### config.mk
export PLATFORM = sky130hd
export DESIGN_NAME = dpc_regs
export DESIGN_NICKNAME = d
export VERILOG_FILES = /design/src/design/dpc_pkg.sv /design/src/design/dpc_regs.sv
export VERILOG_INCLUDE_DIRS = /design/src /design/src/design
export SDC_FILE = /design/constraint.sdc
export NUM_CORES = 1
export LEC_CHECK = 0
export ABC_AREA = 1
export BUFFER_PORTS_ARGS = -buffer_cell sky130_fd_sc_hd__buf_2
export CAP_MARGIN = 25
export CORE_MARGIN = 1.5
export CORE_UTILIZATION = 35
export CTS_BUF_LIST = sky130_fd_sc_hd__clkbuf_4
export DETAILED_ROUTE_END_ITERATION = 16
export GPL_ROUTABILITY_DRIVEN = 1
export SYNTH_ARGS = -nofsm -noshare
export SYNTH_HDL_FRONTEND = slang
export SYNTH_SLANG_ARGS = --single-unit
### constraint.sdc
create_clock -name ref_clk -period 2.7 [get_ports ref_clk]
set_input_delay 0.135 -clock ref_clk [delete_from_list [all_inputs] [get_ports ref_clk]]
set_output_delay 0.135 -clock ref_clk [all_outputs]
set_load 0.03 [all_outputs]
### src/design/dpc_consts.svh
`ifndef DPC_CONSTS_SVH
`define DPC_CONSTS_SVH
// Register indices (printed offsets are indices, address is four times)
`define DPC_IDX_TARGET     8'h03
`define DPC_IDX_ADDR_HI    8'h04
`define DPC_IDX_ADDR_LO    8'h05
`define DPC_IDX_DATA       8'h06
`define DPC_IDX_CMD        8'h07
`define DPC_IDX_FEED_LO    8'h48
`define DPC_IDX_FEED_HI    8'h49
`define DPC_IDX_MODE_SEL   8'h26
`define DPC_IDX_STATUS     8'h3F
// Field positions
`define DPC_TGT_SEL_BIT    0
`define DPC_TGT_COL_LSB    1
`define DPC_DIR_BIT        5
`define DPC_MODEA_COL_LSB  3
`define DPC_MODEA_EN_BIT   0
`define DPC_CMD_STBY_BIT   2
`define DPC_CMD_RST_BIT    3
// Address limits
`define DPC_LIM_GAMMA      12'd1023
`define DPC_LIM_COEF300    13'd2729
`define DPC_LIM_COEF600    13'd5459
// Reset values
`define DPC_RST_BYTE       8'h00
`define DPC_RST_FEED       16'h0100
`endif

### src/design/dpc_pkg.sv
package dpc_pkg;
   typedef enum logic [1:0] {
      DPC_IDLE, DPC_FWD, DPC_REV, DPC_SCAN
   } dpc_cmd_t;
endpackage : dpc_pkg

### src/design/dpc_regs.sv
`timescale 1ns/1ps
`include "dpc_consts.svh"
module dpc_regs
   import dpc_pkg::*;
#(
   parameter int LINE_LEN = 16   // Clocks per scan line
) (
   input  wire logic        ref_clk,      // 125 MHz clock
   input  wire logic        reset_n,      // Async reset, active low
   input  wire logic        psel,         // APB select
   input  wire logic        penable,      // APB enable
   input  wire logic        pwrite,       // APB direction
   input  wire logic [9:0]  paddr,        // APB byte address
   input  wire logic [31:0] pwdata,       // APB write data
   output logic      [31:0] prdata,       // APB read data
   output logic             pready,       // APB ready
   output logic             pslverr,      // APB error on unmapped address
   input  wire logic [7:0]  port_rd_data, // Byte returned by storage
   output logic             port_wr_stb,  // Storage write strobe
   output logic             port_rd_stb,  // Storage read strobe
   output logic             port_coef,    // Target is coefficient storage
   output logic      [1:0]  port_color,   // Gamma table colour in use
   output logic      [11:0] port_addr,    // Current port address
   output logic             port_hi_byte, // Second byte of coefficient pair
   output logic      [7:0]  port_wr_data, // Byte written to storage
   output logic      [3:0]  motor_phase,  // Motor phase outputs
   output logic             motor_step,   // One-cycle step pulse
   output logic             motor_dir_rev,// Stepping backward
   output logic             scan_active,  // Image acquisition running
   output logic             ptr_clear,    // Data pointer reset pulse
   output logic             sensor_clk,   // Sensor clock
   output logic             clk_freeze,   // Internal clocks frozen
   output logic             analog_pd,    // Analog power down
   output logic             core_reset    // Soft reset held
);

   typedef struct packed {
      logic [7:0]  target;
      logic [7:0]  addr_hi;
      logic [7:0]  addr_lo;
      logic [7:0]  cmd;
      logic [7:0]  mode_sel;
      logic [15:0] feed;
      logic        pair_hi;
      logic [31:0] prdata;
      logic        pready;
      logic        pslverr;
      logic        wr_stb;
      logic        rd_stb;
      logic [7:0]  wr_data;
      logic [15:0] step_cnt;
      logic [1:0]  phase_idx;
      logic        step;
      logic        scan;
      logic        scan_pend;
      logic        clr;
      logic [15:0] line_cnt;
      logic        sclk;
      logic [1:0]  color_o;
      logic [3:0]  phase_o;
      logic        dir_o;
   } dpc_state_t;

   dpc_state_t s_r;
   dpc_state_t s_nxt;

   logic [7:0] idx;
   logic       acc;
   dpc_cmd_t   cmd_f;
   logic       hold;
   logic       coef;

   assign idx   = paddr[9:2];
   assign acc   = psel && penable && !s_r.pready;
   assign cmd_f = dpc_cmd_t'(s_r.cmd[1:0]);
   assign hold  = s_r.cmd[`DPC_CMD_RST_BIT] || s_r.cmd[`DPC_CMD_STBY_BIT];
   assign coef  = s_r.target[`DPC_TGT_SEL_BIT];

   // Register bus, port stream and motor/scan control
   always_comb begin
      logic [11:0] a;
      logic        adv;
      dpc_cmd_t    nc;
      a     = {s_r.addr_hi[3:0], s_r.addr_lo};
      nc    = cmd_f;
      adv   = 1'b0;
      s_nxt = s_r;
      s_nxt.pready  = acc;
      s_nxt.pslverr = 1'b0;
      s_nxt.wr_stb  = 1'b0;
      s_nxt.rd_stb  = 1'b0;
      s_nxt.step    = 1'b0;
      s_nxt.clr     = 1'b0;
      if (acc) begin
         s_nxt.prdata = 32'h0000_0000;
         if (idx == `DPC_IDX_TARGET) begin
            if (pwrite) s_nxt.target = pwdata[7:0];
            s_nxt.prdata[7:0] = s_r.target;
         end else if (idx == `DPC_IDX_ADDR_HI) begin
            if (pwrite) begin
               s_nxt.addr_hi = pwdata[7:0];
               s_nxt.pair_hi = 1'b0;
            end
            s_nxt.prdata[7:0] = s_r.addr_hi;
         end else if (idx == `DPC_IDX_ADDR_LO) begin
            if (pwrite) begin
               s_nxt.addr_lo = pwdata[7:0];
               s_nxt.pair_hi = 1'b0;
            end
            s_nxt.prdata[7:0] = s_r.addr_lo;
         end else if (idx == `DPC_IDX_DATA) begin
            // Direction comes from the address register, not the bus
            if (s_r.addr_hi[`DPC_DIR_BIT]) begin
               s_nxt.rd_stb      = 1'b1;
               s_nxt.prdata[7:0] = port_rd_data;
            end else begin
               s_nxt.wr_stb  = pwrite;
               s_nxt.wr_data = pwdata[7:0];
            end
            // Coefficients occupy two bytes per address
            if (coef) begin
               s_nxt.pair_hi = !s_r.pair_hi;
               adv = s_r.pair_hi;
            end else begin
               adv = 1'b1;
            end
         end else if (idx == `DPC_IDX_CMD) begin
            if (pwrite) begin
               s_nxt.cmd = pwdata[7:0];
               if (pwdata[1:0] == 2'b11 && cmd_f != DPC_SCAN) begin
                  s_nxt.clr       = 1'b1;
                  s_nxt.scan_pend = 1'b1;
               end
            end
            s_nxt.prdata[7:0] = s_r.cmd;
         end else if (idx == `DPC_IDX_MODE_SEL) begin
            if (pwrite) s_nxt.mode_sel = pwdata[7:0];
            s_nxt.prdata[7:0] = s_r.mode_sel;
         end else if (idx == `DPC_IDX_FEED_LO) begin
            if (pwrite) s_nxt.feed[7:0] = pwdata[7:0];
            s_nxt.prdata[7:0] = s_r.feed[7:0];
         end else if (idx == `DPC_IDX_FEED_HI) begin
            if (pwrite) s_nxt.feed[15:8] = pwdata[7:0];
            s_nxt.prdata[7:0] = s_r.feed[15:8];
         end else if (idx == `DPC_IDX_STATUS) begin
            s_nxt.prdata[4:0] = {s_r.scan, s_r.pair_hi, hold, cmd_f};
         end else begin
            s_nxt.pslverr = 1'b1;
         end
      end
      if (adv) begin
         a = a + 12'd1;
         s_nxt.addr_hi[3:0] = a[11:8];
         s_nxt.addr_lo      = a[7:0];
      end
      if (s_r.cmd[`DPC_CMD_RST_BIT]) begin
         // Soft reset clears the engine but keeps host registers writable
         s_nxt.scan      = 1'b0;
         s_nxt.scan_pend = 1'b0;
         s_nxt.step_cnt  = 16'h0000;
         s_nxt.line_cnt  = 16'h0000;
         s_nxt.phase_idx = 2'b00;
      end else if (!s_r.cmd[`DPC_CMD_STBY_BIT]) begin
         // Sensor clock runs in every command, idle included, unless standby or soft reset is set
         s_nxt.sclk = !s_r.sclk;
         if (s_r.scan_pend && !s_r.clr) begin
            s_nxt.scan_pend = 1'b0;
            s_nxt.scan      = 1'b1;
            s_nxt.line_cnt  = 16'h0000;
         end else if (s_r.scan) begin
            if (s_r.line_cnt == 16'(LINE_LEN - 1)) begin
               s_nxt.line_cnt = 16'h0000;
               // Idle only takes effect at a line boundary
               if (cmd_f != DPC_SCAN) s_nxt.scan = 1'b0;
            end else begin
               s_nxt.line_cnt = s_r.line_cnt + 16'd1;
            end
         end
         if (cmd_f == DPC_FWD || cmd_f == DPC_REV) begin
            if (s_r.step_cnt >= s_r.feed) begin
               s_nxt.step_cnt = 16'h0000;
               s_nxt.step     = 1'b1;
               s_nxt.phase_idx = (cmd_f == DPC_FWD) ? s_r.phase_idx + 2'd1
                                                    : s_r.phase_idx - 2'd1;
            end else begin
               s_nxt.step_cnt = s_r.step_cnt + 16'd1;
            end
         end else begin
            s_nxt.step_cnt = 16'h0000;
         end
      end
      // Pin decodes use the next state, so the pins leave flops with no extra lag
      nc = dpc_cmd_t'(s_nxt.cmd[1:0]);
      // Mode A overrides target colour for gamma tables
      s_nxt.color_o = s_nxt.mode_sel[`DPC_MODEA_EN_BIT] ?
                      s_nxt.mode_sel[`DPC_MODEA_COL_LSB +: 2] :
                      s_nxt.target[`DPC_TGT_COL_LSB +: 2];
      // Phases low whenever the motor is not commanded to move
      if (nc == DPC_FWD || nc == DPC_REV) begin
         s_nxt.phase_o = 4'h1 << s_nxt.phase_idx;
      end else begin
         s_nxt.phase_o = 4'h0;
      end
      s_nxt.dir_o = (nc == DPC_REV);
   end

   // State register
   always_ff @(posedge ref_clk or negedge reset_n) begin
      if (!reset_n) begin
         s_r      <= '0;
         s_r.feed <= `DPC_RST_FEED;
      end else begin
         s_r <= s_nxt;
      end
   end

   // Outputs straight from flip-flops
   assign prdata        = s_r.prdata;
   assign pready        = s_r.pready;
   assign pslverr       = s_r.pslverr;
   assign port_wr_stb   = s_r.wr_stb;
   assign port_rd_stb   = s_r.rd_stb;
   assign port_coef     = s_r.target[`DPC_TGT_SEL_BIT];
   assign port_color    = s_r.color_o;
   assign port_addr     = {s_r.addr_hi[3:0], s_r.addr_lo};
   assign port_hi_byte  = s_r.pair_hi;
   assign port_wr_data  = s_r.wr_data;
   assign motor_phase   = s_r.phase_o;
   assign motor_step    = s_r.step;
   assign motor_dir_rev = s_r.dir_o;
   assign scan_active   = s_r.scan;
   assign ptr_clear     = s_r.clr;
   assign sensor_clk    = s_r.sclk;
   assign clk_freeze    = s_r.cmd[`DPC_CMD_STBY_BIT];
   assign analog_pd     = s_r.cmd[`DPC_CMD_STBY_BIT];
   assign core_reset    = s_r.cmd[`DPC_CMD_RST_BIT];
endmodule : dpc_regs

==> flow_summary.rst <==
.. list-table::
   :header-rows: 1

   * - Metric
     - Value
   * - Result of the run
     - complete, no violations
   * - Number of diodes
     - 0
   * - Overall die area
     - 21800 sq um
   * - Pin count of the biggest net entering global routing
     - 47
   * - Cell leakage power
     - 3.93 nW
   * - R2r worst-path depth
     - 11
   * - Final HPWL DP
     - 14200 microns
   * - Setup Crit Path Kind
     - input port to flop
   * - Logic gate share of total power
     - 16.6%
   * - Width of the die
     - 148 microns
   * - Leading post-synthesis cells by cell area
     - dfrtp_1, nand2_1, buf_4
   * - Worst IR drop on VDD
     - 0.000364 V
   * - Starting density of the core
     - 35.9%
   * - Count of TritonRoute iterations in the first routing pass
     - 5
   * - CTS tree
     - yes
   * - Total GRT Usage
     - 17.9%
   * - Final worst path period share
     - 94.0%
   * - Top cells by count, synth
     - nand2_1, dfrtp_1, inv_1, nor2_1, buf_4
   * - Share of final-layout standard cells stronger than drive strength 1
     - 18.4%
   * - Worst Setup Start Kind
     - input port
   * - Final count of pins violating max slew
     - 0
   * - DRT iter0 DRCs
     - 448
   * - Number of antenna violations at the first check in global routing
     - 0
   * - Origin of the worst min-delay path
     - port_rd_data[7]
   * - Top-level I/O count
     - 127
   * - Post-Synth Simple-Gate Area
     - 25.4%
   * - Switching Fraction
     - 31.4%
   * - Clock share of power
     - 37.3%
   * - Share of the synthesized area in the top cell type
     - 41.7%
   * - Maximum clock rate
     - 0.394 GHz
   * - Wire length of the first global-routing pass
     - 29700 microns
   * - Dominant combinational cell family by area after synthesis
     - simple AND/OR/NAND/NOR gates
   * - Longest individual stage delay on the worst path
     - 0.55 ns
   * - Final number of hold-violating endpoints
     - 0
   * - Maximum capacitance violations
     - 0
   * - Power share of the sequential group
     - 46.0%
   * - Worst Hold Path Cells
     - 5
   * - Placed standard-cell area
     - 7650 sq um
   * - Final routed DRC violation total
     - 0
   * - Number of buffers inserted by port buffering
     - 76
   * - Layout overhead on the synthesized area
     - 11.6%
   * - Number of distinct library cell variants in the gate-level netlist after synthesis
     - 53
   * - Finish-stage setup viols
     - 0
   * - Setup slack of the worst register-to-register path
     - 0.52 ns
   * - Via count of the first global-routing pass
     - 5542
   * - Reg clk slew, reported paths
     - 0.12 ns
   * - Post-synthesis area per instance
     - 8.04 sq um
   * - Global route overflow
     - 0
   * - Sequential element share of the synthesized area
     - 42.1%
   * - Clock tree sinks
     - 123
   * - Slowest library cell on the worst path
     - dlygate4sd3_1
   * - Worst slack at placement
     - 0.538 ns
   * - Final weighted congestion in routability-driven placement
     - 0.899
   * - Top cell type by total area after synthesis
     - dfrtp_1
   * - Inserted Clock Buffers
     - 17
   * - Post-synthesis instance area
     - 7320 sq um
   * - Register bit count reported by yosys
     - 123
   * - Endpoint of the worst-slack reg-to-reg timing path
     - motor_phase[3]$_DFF_PN0_
   * - Relative slew margins
     - 47.9%
   * - Crit path cell chain
     - dlygate4sd3_1, buf_2, nand2_1, dlygate4sd3_1, nor2_1, buf_4, nand2_2, nor2_2, nand4_2, nand2_1, o21ai_2, ha_1, inv_1, nand4_1, nor2_1
   * - Via-to-Cell Ratio
     - 4.86
   * - CTS max path bufs
     - 2
   * - Post-Route Hold Slack
     - 0.0644 ns
   * - Final Worst Setup Slack
     - 0.162 ns
   * - Post-CTS Setup Inserts
     - 0
   * - Count of warnings emitted by yosys
     - 0
   * - Launch point of the worst reg-to-reg path
     - pready$_DFF_PN0_
   * - Fillers
     - 2103
   * - Share of synthesized cell area in full adder, half adder and majority cells
     - 3.76%
   * - Share of cell area taken by muxes after synthesis
     - 0.291%
   * - Total Nets Final
     - 1053
   * - Endpoint with the worst hold slack
     - prdata[7]$_DFFE_PN0P_
   * - Area of the core
     - 20400 sq um
   * - Int Pwr
     - 3.03 mW
   * - Required time reported for the critical path endpoint
     - 3.20 ns
   * - Total via count in the routed design
     - 6117
   * - Finished layout cell area
     - 8170 sq um
   * - Primary flip-flop cell chosen by synthesis mapping
     - dfrtp_1
   * - RSZ-0062 raised after global routing
     - false
   * - Post-DR wirelength/cell
     - 15.0 microns
   * - Synth async-reset ratio
     - 100%
   * - Worst min-delay path category
     - input port to flop
   * - Compound-gate portion of the synthesized area
     - 11.1%
   * - Arrival time of data at the critical path endpoint
     - 3.04 ns
   * - Synthesized-area fraction occupied by xor and xnor cells
     - 3.23%
   * - Clock network latency to the later pin of the worst-skew pair
     - 0.58 ns
   * - Power Dens Cells
     - 540 nW/um^2
   * - Shortest clock period the worst path allows after layout
     - 2.54 ns
   * - Post-detailed-route count of antenna-violating nets
     - 0
   * - Mapped Cells
     - 910
   * - Number of synthesized flops with an enable pin
     - 0
   * - Maximum fanout along the worst path
     - 9
   * - Switching pwr
     - 1.39 mW
   * - Root Driver
     - clkbuf_4
   * - Slew of the pin with the lowest slew margin
     - 0.781 ns
   * - Setup_tns
     - 0 ns
   * - CP endpoint kind
     - flop
   * - Most frequently used cell type in the post-synthesis netlist
     - nand2_1
   * - Number of H-tree levels
     - 4
   * - Post-Route WL
     - 18800 microns
   * - Number of placement rows
     - 52
   * - Die Y-Extent
     - 148 microns
   * - Worst Clk Skew
     - 0.0145 ns
registers in the layout, summed over array words and instances, names as in the netlist, 2 cells and up:
| register | count |
|---|---|
| prdata | 8 |
| port_color | 2 |
| motor_phase | 4 |
| port_addr | 12 |
| s_r | 74 |
| port_wr_data | 8 |
| cmd_f | 2 |
layer usage:
metal | routed length, microns | vias to the layer above | track usage [%]
li1 | - | 3021 | -
met1 | 8950 | 2885 | 25.2
met2 | 8510 | 185 | 26.9
met3 | 1050 | 26 | 4.20
met4 | 339 | 0 | 5.90
met5 | 0 | - | 0
worst max-delay path, delay by kind of cell:
kind | cells | cell delay [ns]
AO/OA/AOI/OAI | 1 | 0.08
buffers and inverters | 5 | 1.45
adder cells (fa/ha/maj) | 1 | 0.29
AND/OR/NAND/NOR | 8 | 1.07
cell families (layout without fill, tap and decap cells):
kind of cell / Yosys count / count (layout)
AOI/OAI and AO/OA: 134 / 134
xor gates and xnor gates: 27 / 27
adders and majority gates: 22 / 22
buffers and inverters: 205 / 261
DFF: 123 / 123
muxes: 2 / 2
other: 1 / 24
and+or+nand+nor: 396 / 396
cell type report:
cell class              count  area (sq um)  area share (%)
clock buffers              17           128            1.56
repair buffers             98           598            7.32
well taps                 270           338            4.14
clock inverters            15           238            2.91
inverters                 131           494            6.05
flip-flops and latches    123          3080            37.7
multi-input cells         605          3290            40.3
power by group through the flow:
stage	combinational, mW	sequential (mW)	clock [mW]
global placement	0.716	2.07	0
finish	0.734	2.03	1.65
global route	0.815	2.05	1.77
CTS	0.739	2.03	1.69
floorplan	0.560	2.08	0
detailed placement	0.723	2.07	0
repair_timing:
| item | CTS | global route |
|---|---|---|
| gates resized for setup | 0 | 1 |
| setup endpoints to repair | 0 | 2 |
| endpoints found under the hold margin | 109 | 0 |
| hold buffers | 15 | 0 |
metrics by stage:
step | cells | utilization (%) | power, mW
3_5_place_dp | 1212 | 37.6 | 2.79
5_1_grt | 1259 | 40.1 | 4.63
4_1_cts | 1259 | 40.1 | 4.46
3_3_place_gp | 1212 | 37.6 | 2.78
2_1_floorplan | 933 | - | 2.64
6_report | 1259 | 40.1 | 4.41
cell usage in the layout (no fill, tap or decap), drive strengths merged, types with 4 or more instances in the layout:
cell           n
buf           83
dfrtp        122
o21ai         76
nor2          91
dlygate4sd3   15
o22ai         15
nand3         58
a21oi         28
nor3          24
nand2        184
bufinv         5
nor4           8
conb          24
nand4         21
a221oi         4
clkbuf        17
ha            22
inv          132
clkinv         7
xor2          21
xnor2          6
or2            4
worst max path at each step:
stage	endpoint	from	slack, ns	cells after the start
after floorplan	motor_phase[2]$_DFF_PN0_	pready$_DFF_PN0_	0.50	12
after global placement	motor_phase[2]$_DFF_PN0_	paddr[8]	0.55	14
after detailed placement	motor_phase[3]$_DFF_PN0_	paddr[8]	0.54	14
after CTS	motor_phase[3]$_DFF_PN0_	penable	0.23	14
after global routing	motor_phase[2]$_DFF_PN0_	penable	0.003	15
final	motor_phase[3]$_DFF_PN0_	penable	0.16	15
Note: power is estimated with default switching activity, not from simulation.
